[config.mk]
export PLATFORM = sky130hd
export DESIGN_NAME = wesc_core
export DESIGN_NICKNAME = d
export VERILOG_FILES = /design/src/design/wesc_core.v
export VERILOG_INCLUDE_DIRS = /design/src /design/src/design
export SDC_FILE = /design/constraint.sdc
export NUM_CORES = 1
export LEC_CHECK = 0
export BUFFER_PORTS_ARGS = -buffer_cell sky130_fd_sc_hd__buf_2
export CORE_AREA = 4 4 65 81
export CTS_CLUSTER_DIAMETER = 50
export DETAILED_ROUTE_END_ITERATION = 7
export DIE_AREA = 0 0 69 85
export GPL_ROUTABILITY_DRIVEN = 0
export GPL_TIMING_DRIVEN = 0
export PLACE_DENSITY = 0.78
export RECOVER_POWER = 100
export SLEW_MARGIN = 20
export SYNTH_ARGS = -nofsm -noshare
export SYNTH_HDL_FRONTEND = slang
export SYNTH_SLANG_ARGS = --single-unit
[constraint.sdc]
create_clock -name clk -period 2.1 [get_ports clk]
set_input_delay 0 -clock clk [delete_from_list [all_inputs] [get_ports clk]]
set_output_delay 0 -clock clk [all_outputs]
set_load 0.1 [all_outputs]
[src/design/wesc_map.vh]
`ifndef WESC_MAP_VH
`define WESC_MAP_VH
`define WESC_AW 8
`define WESC_DW 32
`define WESC_OFF_CTRL 8'h00
`define WESC_OFF_STATUS 8'h04
`define WESC_OFF_IRQ_STAT 8'h08
`define WESC_OFF_IRQ_MASK 8'h0c
`define WESC_CTRL_SEND_ON_PEND 0
`define WESC_CTRL_WFI_AS_NOP 1
`define WESC_CTRL_DRAIN 2
`define WESC_CTRL_SLEEP_DEEP 3
`define WESC_CTRL_W 4
`define WESC_CTRL_RESET 4'h0
`define WESC_IRQ_WFE_WAKE 0
`define WESC_IRQ_WFI_WAKE 1
`define WESC_IRQ_SEV_RX 2
`define WESC_IRQ_W 3
`define WESC_IRQ_RESET 3'h0
`define WESC_ST_W 4
`define WESC_SYNC_N 3
`endif

[src/design/wesc_core.v]
`timescale 1ns/1ps
`include "wesc_map.vh"

module wesc_core (
  input wire clk,
  input wire rstn,
  // Core execution side, all on clk.
  input wire wait_for_event_instr,
  input wire wait_for_interrupt_instr,
  input wire send_event_instr,
  input wire exc_return_instr,
  input wire exc_became_pending,
  input wire irq_preempts_unmasked,
  input wire irq_preempts_masked,
  input wire debug_enabled,
  input wire debug_halt_entry,
  input wire bus_busy,
  output reg instr_complete,
  output reg take_exception,
  output reg core_sleeping,
  // Other processors and asynchronous wakeup pins.
  input wire sev_in,
  input wire debug_event,
  input wire impl_wake,
  output reg sev_out,
  // External power controller.
  output reg bus_idle_ok,
  output reg sleep_deep,
  // Register port.
  input wire [`WESC_AW-1:0] reg_addr,
  input wire [`WESC_DW-1:0] reg_wdata,
  input wire reg_wr,
  input wire reg_rd,
  output reg [`WESC_DW-1:0] reg_rdata,
  output reg irq
);

  // The block sits between the core's instruction execution and the world
  // outside it. The core tells it when a wait or a send-event instruction
  // executes, and when an exception return or a new pending exception occurs.
  // The block answers with a one-cycle completion pulse for the wait. It also
  // says whether the core must take an exception after an interrupt wait.
  // While the core is suspended the sleeping output stays high.
  // On the far side, other processors raise the send-event pin. The debug and
  // wakeup pins arrive from other clock domains, and a power controller
  // watches the bus idle output.
  // A small register port gives software control bits, a read-only state
  // view, and sticky wakeup status with a mask and one level interrupt.
  // The event latch itself is deliberately absent from that port, so
  // software can only observe its effect through the wait instructions.
  // The clock is the processor clock; every output is registered so that the
  // core and the power controller see clean, glitch-free levels.

  // One-hot sleep states.
  localparam [`WESC_ST_W-1:0] ST_RUN = 4'h1;
  localparam [`WESC_ST_W-1:0] ST_WFE_SLEEP = 4'h2;
  localparam [`WESC_ST_W-1:0] ST_WFI_DRAIN = 4'h4;
  localparam [`WESC_ST_W-1:0] ST_WFI_SLEEP = 4'h8;

  // Address match, used by both the write and the read decode.
  function hit;
    input [`WESC_AW-1:0] a;
    input [`WESC_AW-1:0] off;
    begin
      hit = (a == off);
    end
  endfunction

  reg [`WESC_ST_W-1:0] state_reg;
  reg [`WESC_ST_W-1:0] state_next;
  reg event_latch_reg;
  reg event_latch_next;
  reg [`WESC_CTRL_W-1:0] ctrl_reg;
  reg [`WESC_IRQ_W-1:0] irq_stat_reg;
  reg [`WESC_IRQ_W-1:0] irq_mask_reg;
  reg [`WESC_IRQ_W-1:0] irq_stat_next;
  reg [`WESC_SYNC_N-1:0] sync1_reg;
  reg [`WESC_SYNC_N-1:0] sync2_reg;
  reg sev_in_prev_reg;
  reg done_next;
  reg latch_clear;
  reg wfe_woke;
  reg wfi_woke;

  wire [`WESC_SYNC_N-1:0] async_in;
  wire sev_in_s;
  wire debug_event_s;
  wire impl_wake_s;
  wire sev_rx;
  wire debug_wake;
  wire wfe_wake;
  wire wfi_wake;
  wire latch_set;
  wire wr_ctrl;
  wire wr_irq_stat;
  wire wr_irq_mask;

  assign async_in = {impl_wake, debug_event, sev_in};

  // The send-event, debug and wakeup pins come from logic that does not share
  // this clock. A single flop could go metastable and hand different values to
  // different readers in one cycle. Two stages cost two cycles of wakeup
  // latency, which the wait instructions tolerate since completion may always
  // come later than the event.
  // Every pin input passes two flip-flops; only the second stage is read.
  genvar gi;
  generate
    for (gi = 0; gi < `WESC_SYNC_N; gi = gi + 1) begin : g_sync
      always @(posedge clk) begin
        if (!rstn) begin
          sync1_reg[gi] <= 1'b0;
          sync2_reg[gi] <= 1'b0;
        end else begin
          sync1_reg[gi] <= async_in[gi];
          sync2_reg[gi] <= sync1_reg[gi];
        end
      end
    end
  endgenerate

  assign sev_in_s = sync2_reg[0];
  assign debug_event_s = sync2_reg[1];
  assign impl_wake_s = sync2_reg[2];

  // Edge of the incoming send-event line, so a long level counts once.
  always @(posedge clk) begin
    if (!rstn) begin
      sev_in_prev_reg <= 1'b0;
    end else begin
      sev_in_prev_reg <= sev_in_s;
    end
  end

  assign sev_rx = sev_in_s & ~sev_in_prev_reg;

  // A debug event only counts while debug is enabled.
  assign debug_wake = debug_event_s & debug_enabled;

  // The wait-for-event wakeup set has four members: a send-event from any
  // processor, a newly pending exception while the send-on-pend control bit
  // is set, an asynchronous exception that preempts the active ones, and a
  // debug event while debug is enabled.
  // The preempt term uses the masked view, because a masked exception is only
  // a wakeup here through the send-on-pend path.
  // Own send-event also marks this core, since it is one of all processors.
  assign wfe_wake = sev_rx | send_event_instr |
    (ctrl_reg[`WESC_CTRL_SEND_ON_PEND] & exc_became_pending) |
    irq_preempts_masked | debug_wake;

  // The interrupt term is judged without the priority mask bit; a core at
  // NMI priority never sees it, so only reset, halt entry, a debug event or the wakeup pin can free it.
  assign wfi_wake = irq_preempts_unmasked |
    debug_wake | impl_wake_s |
    debug_halt_entry;

  // Sources that set the event latch, whether or not a wait is pending.
  assign latch_set = wfe_wake | exc_return_instr;

  // The sequencer only accepts a wait instruction while running; the core is
  // not expected to issue instructions while it is suspended, and any that
  // arrive then are ignored.
  // A wait-for-event with the latch set finishes at once and consumes the
  // latch. With the latch clear, a wakeup in the same cycle also finishes at
  // once, otherwise the core sleeps until the next wakeup.
  // A wait-for-interrupt can be turned into a plain no-operation by control.
  // Otherwise it may first drain the bus, then sleeps until one of its own
  // wakeup sources appears.
  // Sleep sequencing and instruction completion.
  always @* begin
    state_next = state_reg;
    done_next = 1'b0;
    latch_clear = 1'b0;
    wfe_woke = 1'b0;
    wfi_woke = 1'b0;
    case (state_reg)
      ST_RUN: begin
        if (wait_for_event_instr) begin
          if (event_latch_reg) begin
            latch_clear = 1'b1;
            done_next = 1'b1;
          end else if (wfe_wake) begin
            // The wakeup lands in the same cycle; sleeping would be pointless.
            done_next = 1'b1;
            wfe_woke = 1'b1;
          end else begin
            state_next = ST_WFE_SLEEP;
          end
        end else if (wait_for_interrupt_instr) begin
          if (ctrl_reg[`WESC_CTRL_WFI_AS_NOP]) begin
            done_next = 1'b1;
          end else if (wfi_wake) begin
            done_next = 1'b1;
            wfi_woke = 1'b1;
          end else if (ctrl_reg[`WESC_CTRL_DRAIN]) begin
            state_next = ST_WFI_DRAIN;
          end else begin
            state_next = ST_WFI_SLEEP;
          end
        end
      end
      ST_WFE_SLEEP: begin
        if (wfe_wake) begin
          state_next = ST_RUN;
          done_next = 1'b1;
          wfe_woke = 1'b1;
        end
      end
      ST_WFI_DRAIN: begin
        // A wakeup during the drain ends the wait; the drain is best effort.
        if (wfi_wake) begin
          state_next = ST_RUN;
          done_next = 1'b1;
          wfi_woke = 1'b1;
        end else if (!bus_busy) begin
          state_next = ST_WFI_SLEEP;
        end
      end
      ST_WFI_SLEEP: begin
        if (wfi_wake) begin
          state_next = ST_RUN;
          done_next = 1'b1;
          wfi_woke = 1'b1;
        end
      end
      default: begin
        state_next = ST_RUN;
      end
    endcase
  end

  // The latch is one bit for this processor only. Reset clears it, the
  // wakeup sources and exception returns set it, and only a wait-for-event
  // that finds it set clears it again.
  // Software that polls a flag around the wait relies on that one bit never
  // dropping an event, which is why the set path is applied last below.
  // Set beats clear so that a coinciding event is never lost. Resuming from
  // an event-wait sleep never clears the latch, so the wakeup that ended it stays recorded.
  always @* begin
    event_latch_next = event_latch_reg;
    if (latch_clear) begin
      event_latch_next = 1'b0;
    end
    if (latch_set) begin
      event_latch_next = 1'b1;
    end
  end

  // The latch has no path to the register port in either direction.
  always @(posedge clk) begin
    if (!rstn) begin
      event_latch_reg <= 1'b0;
      state_reg <= ST_RUN;
    end else begin
      event_latch_reg <= event_latch_next;
      state_reg <= state_next;
    end
  end

  // The completion pulse lasts one cycle. The exception flag rides along with
  // it only for an interrupt wait that ended by a wakeup; a wake that was
  // allowed by ignoring the priority mask must not force an exception that the
  // mask would still hold off.
  // The send-event output is a one-cycle pulse to the other processors.
  // Completion outputs; the exception decision uses the masked priority.
  always @(posedge clk) begin
    if (!rstn) begin
      instr_complete <= 1'b0;
      take_exception <= 1'b0;
      core_sleeping <= 1'b0;
      sev_out <= 1'b0;
    end else begin
      instr_complete <= done_next;
      take_exception <= done_next & wfi_woke & irq_preempts_masked;
      core_sleeping <= (state_next != ST_RUN);
      sev_out <= send_event_instr;
    end
  end

  // The idle report is the only promise made to the power controller. It is
  // given only in the interrupt sleep state, because an event wait must stay
  // ready to resume with low latency and cannot afford a clock restart.
  // The deep sleep output is a plain copy of the control bit; what the
  // controller does with it is up to the system.
  // Power controller may gate clocks only when fully asleep on a quiet bus.
  always @(posedge clk) begin
    if (!rstn) begin
      bus_idle_ok <= 1'b0;
      sleep_deep <= 1'b0;
    end else begin
      bus_idle_ok <= (state_next == ST_WFI_SLEEP) & ~bus_busy;
      sleep_deep <= ctrl_reg[`WESC_CTRL_SLEEP_DEEP];
    end
  end

  assign wr_ctrl = reg_wr & hit(reg_addr, `WESC_OFF_CTRL);
  assign wr_irq_stat = reg_wr & hit(reg_addr, `WESC_OFF_IRQ_STAT);
  assign wr_irq_mask = reg_wr & hit(reg_addr, `WESC_OFF_IRQ_MASK);

  // The register port never waits: a write lands at its own edge and read
  // data stands only in the next cycle. Unmapped writes are dropped.
  // The status bits record which kind of wait ended by a wakeup and whether a
  // send-event came in from another processor. They are only a convenience for
  // software; the wait behaviour does not depend on them.
  // Sticky status: write one to clear, and a fresh event in the same cycle
  // survives the clear.
  always @* begin
    irq_stat_next = irq_stat_reg;
    if (wr_irq_stat) begin
      irq_stat_next = irq_stat_reg & ~reg_wdata[`WESC_IRQ_W-1:0];
    end
    irq_stat_next[`WESC_IRQ_WFE_WAKE] = irq_stat_next[`WESC_IRQ_WFE_WAKE] | wfe_woke;
    irq_stat_next[`WESC_IRQ_WFI_WAKE] = irq_stat_next[`WESC_IRQ_WFI_WAKE] | wfi_woke;
    irq_stat_next[`WESC_IRQ_SEV_RX] = irq_stat_next[`WESC_IRQ_SEV_RX] | sev_rx;
  end

  // Control, mask and status registers.
  always @(posedge clk) begin
    if (!rstn) begin
      ctrl_reg <= `WESC_CTRL_RESET;
      irq_mask_reg <= `WESC_IRQ_RESET;
      irq_stat_reg <= `WESC_IRQ_RESET;
    end else begin
      if (wr_ctrl) begin
        ctrl_reg <= reg_wdata[`WESC_CTRL_W-1:0];
      end
      if (wr_irq_mask) begin
        irq_mask_reg <= reg_wdata[`WESC_IRQ_W-1:0];
      end
      irq_stat_reg <= irq_stat_next;
    end
  end

  // Level interrupt, registered so it is glitch free.
  always @(posedge clk) begin
    if (!rstn) begin
      irq <= 1'b0;
    end else begin
      irq <= |(irq_stat_next & irq_mask_reg);
    end
  end

  // Read data stands only in the cycle after the strobe; unmapped reads zero.
  always @(posedge clk) begin
    if (!rstn) begin
      reg_rdata <= {`WESC_DW{1'b0}};
    end else if (reg_rd) begin
      if (hit(reg_addr, `WESC_OFF_CTRL)) begin
        reg_rdata <= {{(`WESC_DW-`WESC_CTRL_W){1'b0}}, ctrl_reg};
      end else if (hit(reg_addr, `WESC_OFF_STATUS)) begin
        reg_rdata <= {{(`WESC_DW-`WESC_ST_W){1'b0}}, state_reg};
      end else if (hit(reg_addr, `WESC_OFF_IRQ_STAT)) begin
        reg_rdata <= {{(`WESC_DW-`WESC_IRQ_W){1'b0}}, irq_stat_reg};
      end else if (hit(reg_addr, `WESC_OFF_IRQ_MASK)) begin
        reg_rdata <= {{(`WESC_DW-`WESC_IRQ_W){1'b0}}, irq_mask_reg};
      end else begin
        reg_rdata <= {`WESC_DW{1'b0}};
      end
    end else begin
      reg_rdata <= {`WESC_DW{1'b0}};
    end
  end

endmodule

# After elaboration in Yosys (flattened, before gate mapping)
# Cells that the tools add are included.
# totals
register_bits	61
in_bits	57
out_inout_bits	39
wordCells	99
# classes
n_eq_ne	9
n_mux	36
n_bitwise	27
reduce_logical	6
# ops
op	n
$mux 4	13
$eq 8x4->1 const B	2
$mux 1	16
$pmux 4 s4	1
$or 1x1->1	11
$and 1x1->1	9
$mux 3	3
$eq 4x4->1 const B	2
$eq 8x3->1 const B	1
$logic_not 8->1	1
$and 3x3->3	2
$reduce_or 5->1	1
$eq 4x1->1 const B	1
$eq 4x2->1 const B	1
$eq 4x3->1 const B	1
$ne 4x1->1 const B	1
$not 1->1	4
$pmux 1 s2	2
$not 3->3	1
$pmux 1 s3	1
$reduce_or 3->1	1
$reduce_and 2->1	1
$reduce_bool 2->1	1
$reduce_or 2->1	1

# Logic depth before layout (Yosys ltp)
# logic_depth
depth_word	13
depth_mapped	5
mapped_depth_nobuf	4

# Worst setup path after synthesis
# OpenSTA, ideal clock, no wires.
# synth_path
kind	flip-flop to flip-flop
from	register sync2_reg[1], in the netlist debug_event_s
to	register core_sleeping
setup_ns	0.066
arrival_ns	1.578
t_required_ns	2.034
slack_ns	0.457
path_stages_with_launch	6
n_path_buf	1
period_less_slack_ns	1.643
path_cell_list	dfxtp_1 -> a2111o_1 -> buf_6 -> or3b_1 -> a222oi_1 -> nor2b_1
# synth_via
elab_chain_cells	10
word_cells_on_any_way	16
cone_classes	eq/ne (1); mux (10); bitwise (5)
# synth_rtl
item	line_no	rtl
from (decl)	wesc_core.v:78	reg [`WESC_SYNC_N-1:0] sync2_reg;
from (signal, indexed assignment)	wesc_core.v:115	sync2_reg[gi] <= sync1_reg[gi];
$and 1x1->1 *	wesc_core.v:137	assign debug_wake = debug_event_s & debug_enabled;
$or 1x1->1	wesc_core.v:152	assign wfi_wake = irq_preempts_unmasked |
$or 1x1->1 (2 in a row)	wesc_core.v:153	debug_wake | impl_wake_s |
$mux 4	wesc_core.v:191	end else if (wfi_wake) begin
$mux 4	wesc_core.v:189	if (ctrl_reg[`WESC_CTRL_WFI_AS_NOP]) begin
$mux 4	wesc_core.v:188	end else if (wait_for_interrupt_instr) begin
$mux 4	wesc_core.v:177	if (wait_for_event_instr) begin
$pmux 4 s4 *	wesc_core.v:175	case (state_reg)
$ne 4x1->1 *	wesc_core.v:274	core_sleeping <= (state_next != ST_RUN);
to (signal assigned)	wesc_core.v:274	
to (decl)	wesc_core.v:20	output reg core_sleeping,
# Every way passes the cells marked *; elsewhere a longest branch is shown, timed or not.
# A chain may end at the register's enable or synchronous reset.

# Final worst setup path
# Ends and elaborated chain as after synthesis.

==> flow_metrics.py <==
metrics = {
    "run_status": {
        "run_status": "finished clean",
    },
    "clock_tree": {
        "clkSinkCount": 33,
        "root_buffer": "clkbuf_8",
        "cts_tree": "done",
        "insertion_delay_ps": 280,
        "numCtsBuffers": 5,
        "clkTransAtPathRegs_ps": 70,
        "htreeDepth": 2,
        "cts_buffer_depth": 2,
        "post_cts_buffers": 0,
    },
    "route": {
        "drc_errors": 0,
        "via_per_inst": 4.46,
        "wl_per_cell_um": 11.6,
        "wl_um": 3740,
        "dr.pass1.iters": 4,
        "drtIter0Drc": 54,
        "vias": 1433,
        "ant_nets": 0,
    },
    "floorplan": {
        "core_sq_mm": 0.00446,
        "boundaryPins": 96,
        "initial_core_util_pct": 39.1,
        "die_h_um": 85,
        "dieWidth_um": 69,
        "dieArea_sq_mm": 0.00587,
        "rows": 27,
    },
    "worst_setup_path": {
        "cp.required_ps": 2320,
        "worstSetupStartpointType": "flip-flop",
        "arrival_ps": 2010,
        "crit_type": "reg -> reg",
        "end_kind": "flip-flop",
        "critPathMaxFanout": 9,
        "reg2regPathDepth": 5,
    },
    "yosys": {
        "synth_warnings": 0,
        "synth_top_area_share_pct": 37.8,
        "ys.flop_type": "dfxtp_1",
        "ys_seq_area_share_pct": 37.8,
        "synth_area_sq_mm": 0.00175,
        "postSynth.asyncResetShare_pct": 0,
        "ys_seq_elements": 33,
        "synth-edff-count": 0,
        "synth.largest_area_cell": "dfxtp_1",
        "synth_cell_type_count": 51,
        "synthCells": 182,
        "ys_top_cells_by_area": "dfxtp_1 38%, buf_4 12%, mux2i_1 6.3%",
        "avgSynthCellArea_sq_um": 9.59,
    },
    "timing": {
        "fmax_mhz": 561,
        "hold_violations": 0,
        "tightest_slew_ps": 1170,
        "period_needed_ps": 1780,
        "slew_headroom_pct": 22.4,
        "setup_tns_ps": 0,
        "slew_viol_final": 0,
        "skew_ps": 4.06,
        "fin_hold_ws_ps": 12.0,
        "rsz0062_at_grt": "false",
        "setup_viol": 0,
        "finalCritPeriodShare_pct": 84.9,
    },
    "global_routing": {
        "grt_pass1_wl_um": 6180,
        "antenna_found_initial": 0,
        "overflow": 0,
        "grt_pass1_vias": 1346,
        "grtUsageTotal_pct": 13.0,
        "grt_max_degree": 11,
    },
    "hold_path": {
        "hold_depth": 3,
        "hold_path_class": "in -> reg",
    },
    "final_layout": {
        "antenna_cells": 0,
        "area_growth_pct": 29.7,
        "drive_above_1_share_pct": 28.9,
        "layout_commonest_cell": "dfxtp_1",
        "final_nets": 319,
        "final_util_pct": 50.8,
        "final_cell_mix": "33 x dfxtp_1, 29 x buf_4, 28 x conb_1",
    },
    "place": {
        "hpwl_um": 2890,
        "port_buffers": 37,
    },
    "pwr": {
        "vdd_ir_drop_max_mv": 0.393,
        "power.leakage_nw": 1.05,
        "power.density_mw_per_mm2": 719,
    },
    "run": {
        "cap_viol_max_count": 0,
    },
}
-- repair_timing --
| action | 4_1_cts | 5_1_grt |
|---|---|---|
| gates resized for setup | 0 | 0 |
| endpoints found under the hold margin | 9 | 0 |
| hold buffers | 9 | 0 |
-- cell families after synthesis --
logic type,count (synthesis),share of synthesized area [%]
other cells,1,0.215
xor+xnor,2,1.00
compound gates,26,12.5
mux,11,6.31
flops,33,37.8
buf+inv,39,15.6
simple gates,70,26.5
-- metal layers --
layer | vias to the layer above | GRT usage [%] | routed length, um
met3 | 7 | 3.67 | 235
li1 | 755 | - | -
met2 | 47 | 23.1 | 1950
met5 | - | 0 | 0
met1 | 624 | 14.0 | 1470
met4 | 0 | 6.39 | 78
-- cell usage after synthesis, types with 2 or more instances --
master	count
a211oi_1	2
and4_1	3
buf_6	2
buf_4	29
a22oi_1	3
mux2i_1	11
nand4_1	5
nor2b_1	12
nand3_1	3
clkbuf_1	4
a2111oi_0	3
nor3_1	3
nor3b_1	2
nor2_1	9
or3b_1	2
nand2b_1	3
dfxtp_1	33
nand2_1	5
o21ai_0	3
buf_2	2
a2111o_1	2
and2_1	10
and2b_2	2
nor4_2	2
-- worst paths after layout --
check | slack (ps) | to | from
worst max-delay path | 320 | core_sleeping$_SDFF_PN0_ | debug_event_s$_SDFF_PN0_
worst min-delay path | 10 | irq_mask_reg[0]$_SDFFE_PN0P_ | reg_wdata[0]
worst max register to register | 320 | core_sleeping$_SDFF_PN0_ | debug_event_s$_SDFF_PN0_
worst min register to register | 440 | sev_in_s$_SDFF_PN0_ | sync1_reg[0]$_SDFF_PN0_
-- final cells by class --
type                       count  area [sq um]
inverter                       2          7.51
multi-input combinational    137           903
buffer                        37           259
clock buffer                   7          96.3
sequential                    33           661
tap                           58          72.6
timing repair buffer          46           260
fill                         436          2190
clock inverter                 1          5.00
-- worst max-delay path, cell delays in order, from the launching register on --
cell and delay (ps):
dfxtp_1 310, a2111o_1 390, clkbuf_2 190, or3b_1 390
a222oi_1 270, nor2b_1 160
-- power by group --
| group | total, mW | leakage [nW] | internal (mW) | switching (mW) |
|---|---|---|---|---|
| clock | 0.521 | 0.0542 | 0.296 | 0.225 |
| combinational | 0.454 | 0.725 | 0.111 | 0.343 |
| sequential | 0.653 | 0.269 | 0.646 | 0.00698 |
| total | 1.63 | 1.05 | 1.05 | 0.574 |
-- stage by stage --
| step | cells | area (sq um) | power (mW) | setup WS (ps) |
|---|---|---|---|---|
| final | 321 | 2260 | 1.63 | 317 |
| after global routing | 321 | 2260 | 1.69 | 103 |
| after global placement | 304 | 2100 | 1.11 | 388 |
| after CTS | 321 | 2300 | 1.64 | 366 |
| after detailed placement | 304 | 2100 | 1.11 | 387 |
| after floorplan | 209 | 1850 | 1.06 | 457 |
Power figures use the tool's default switching activity.
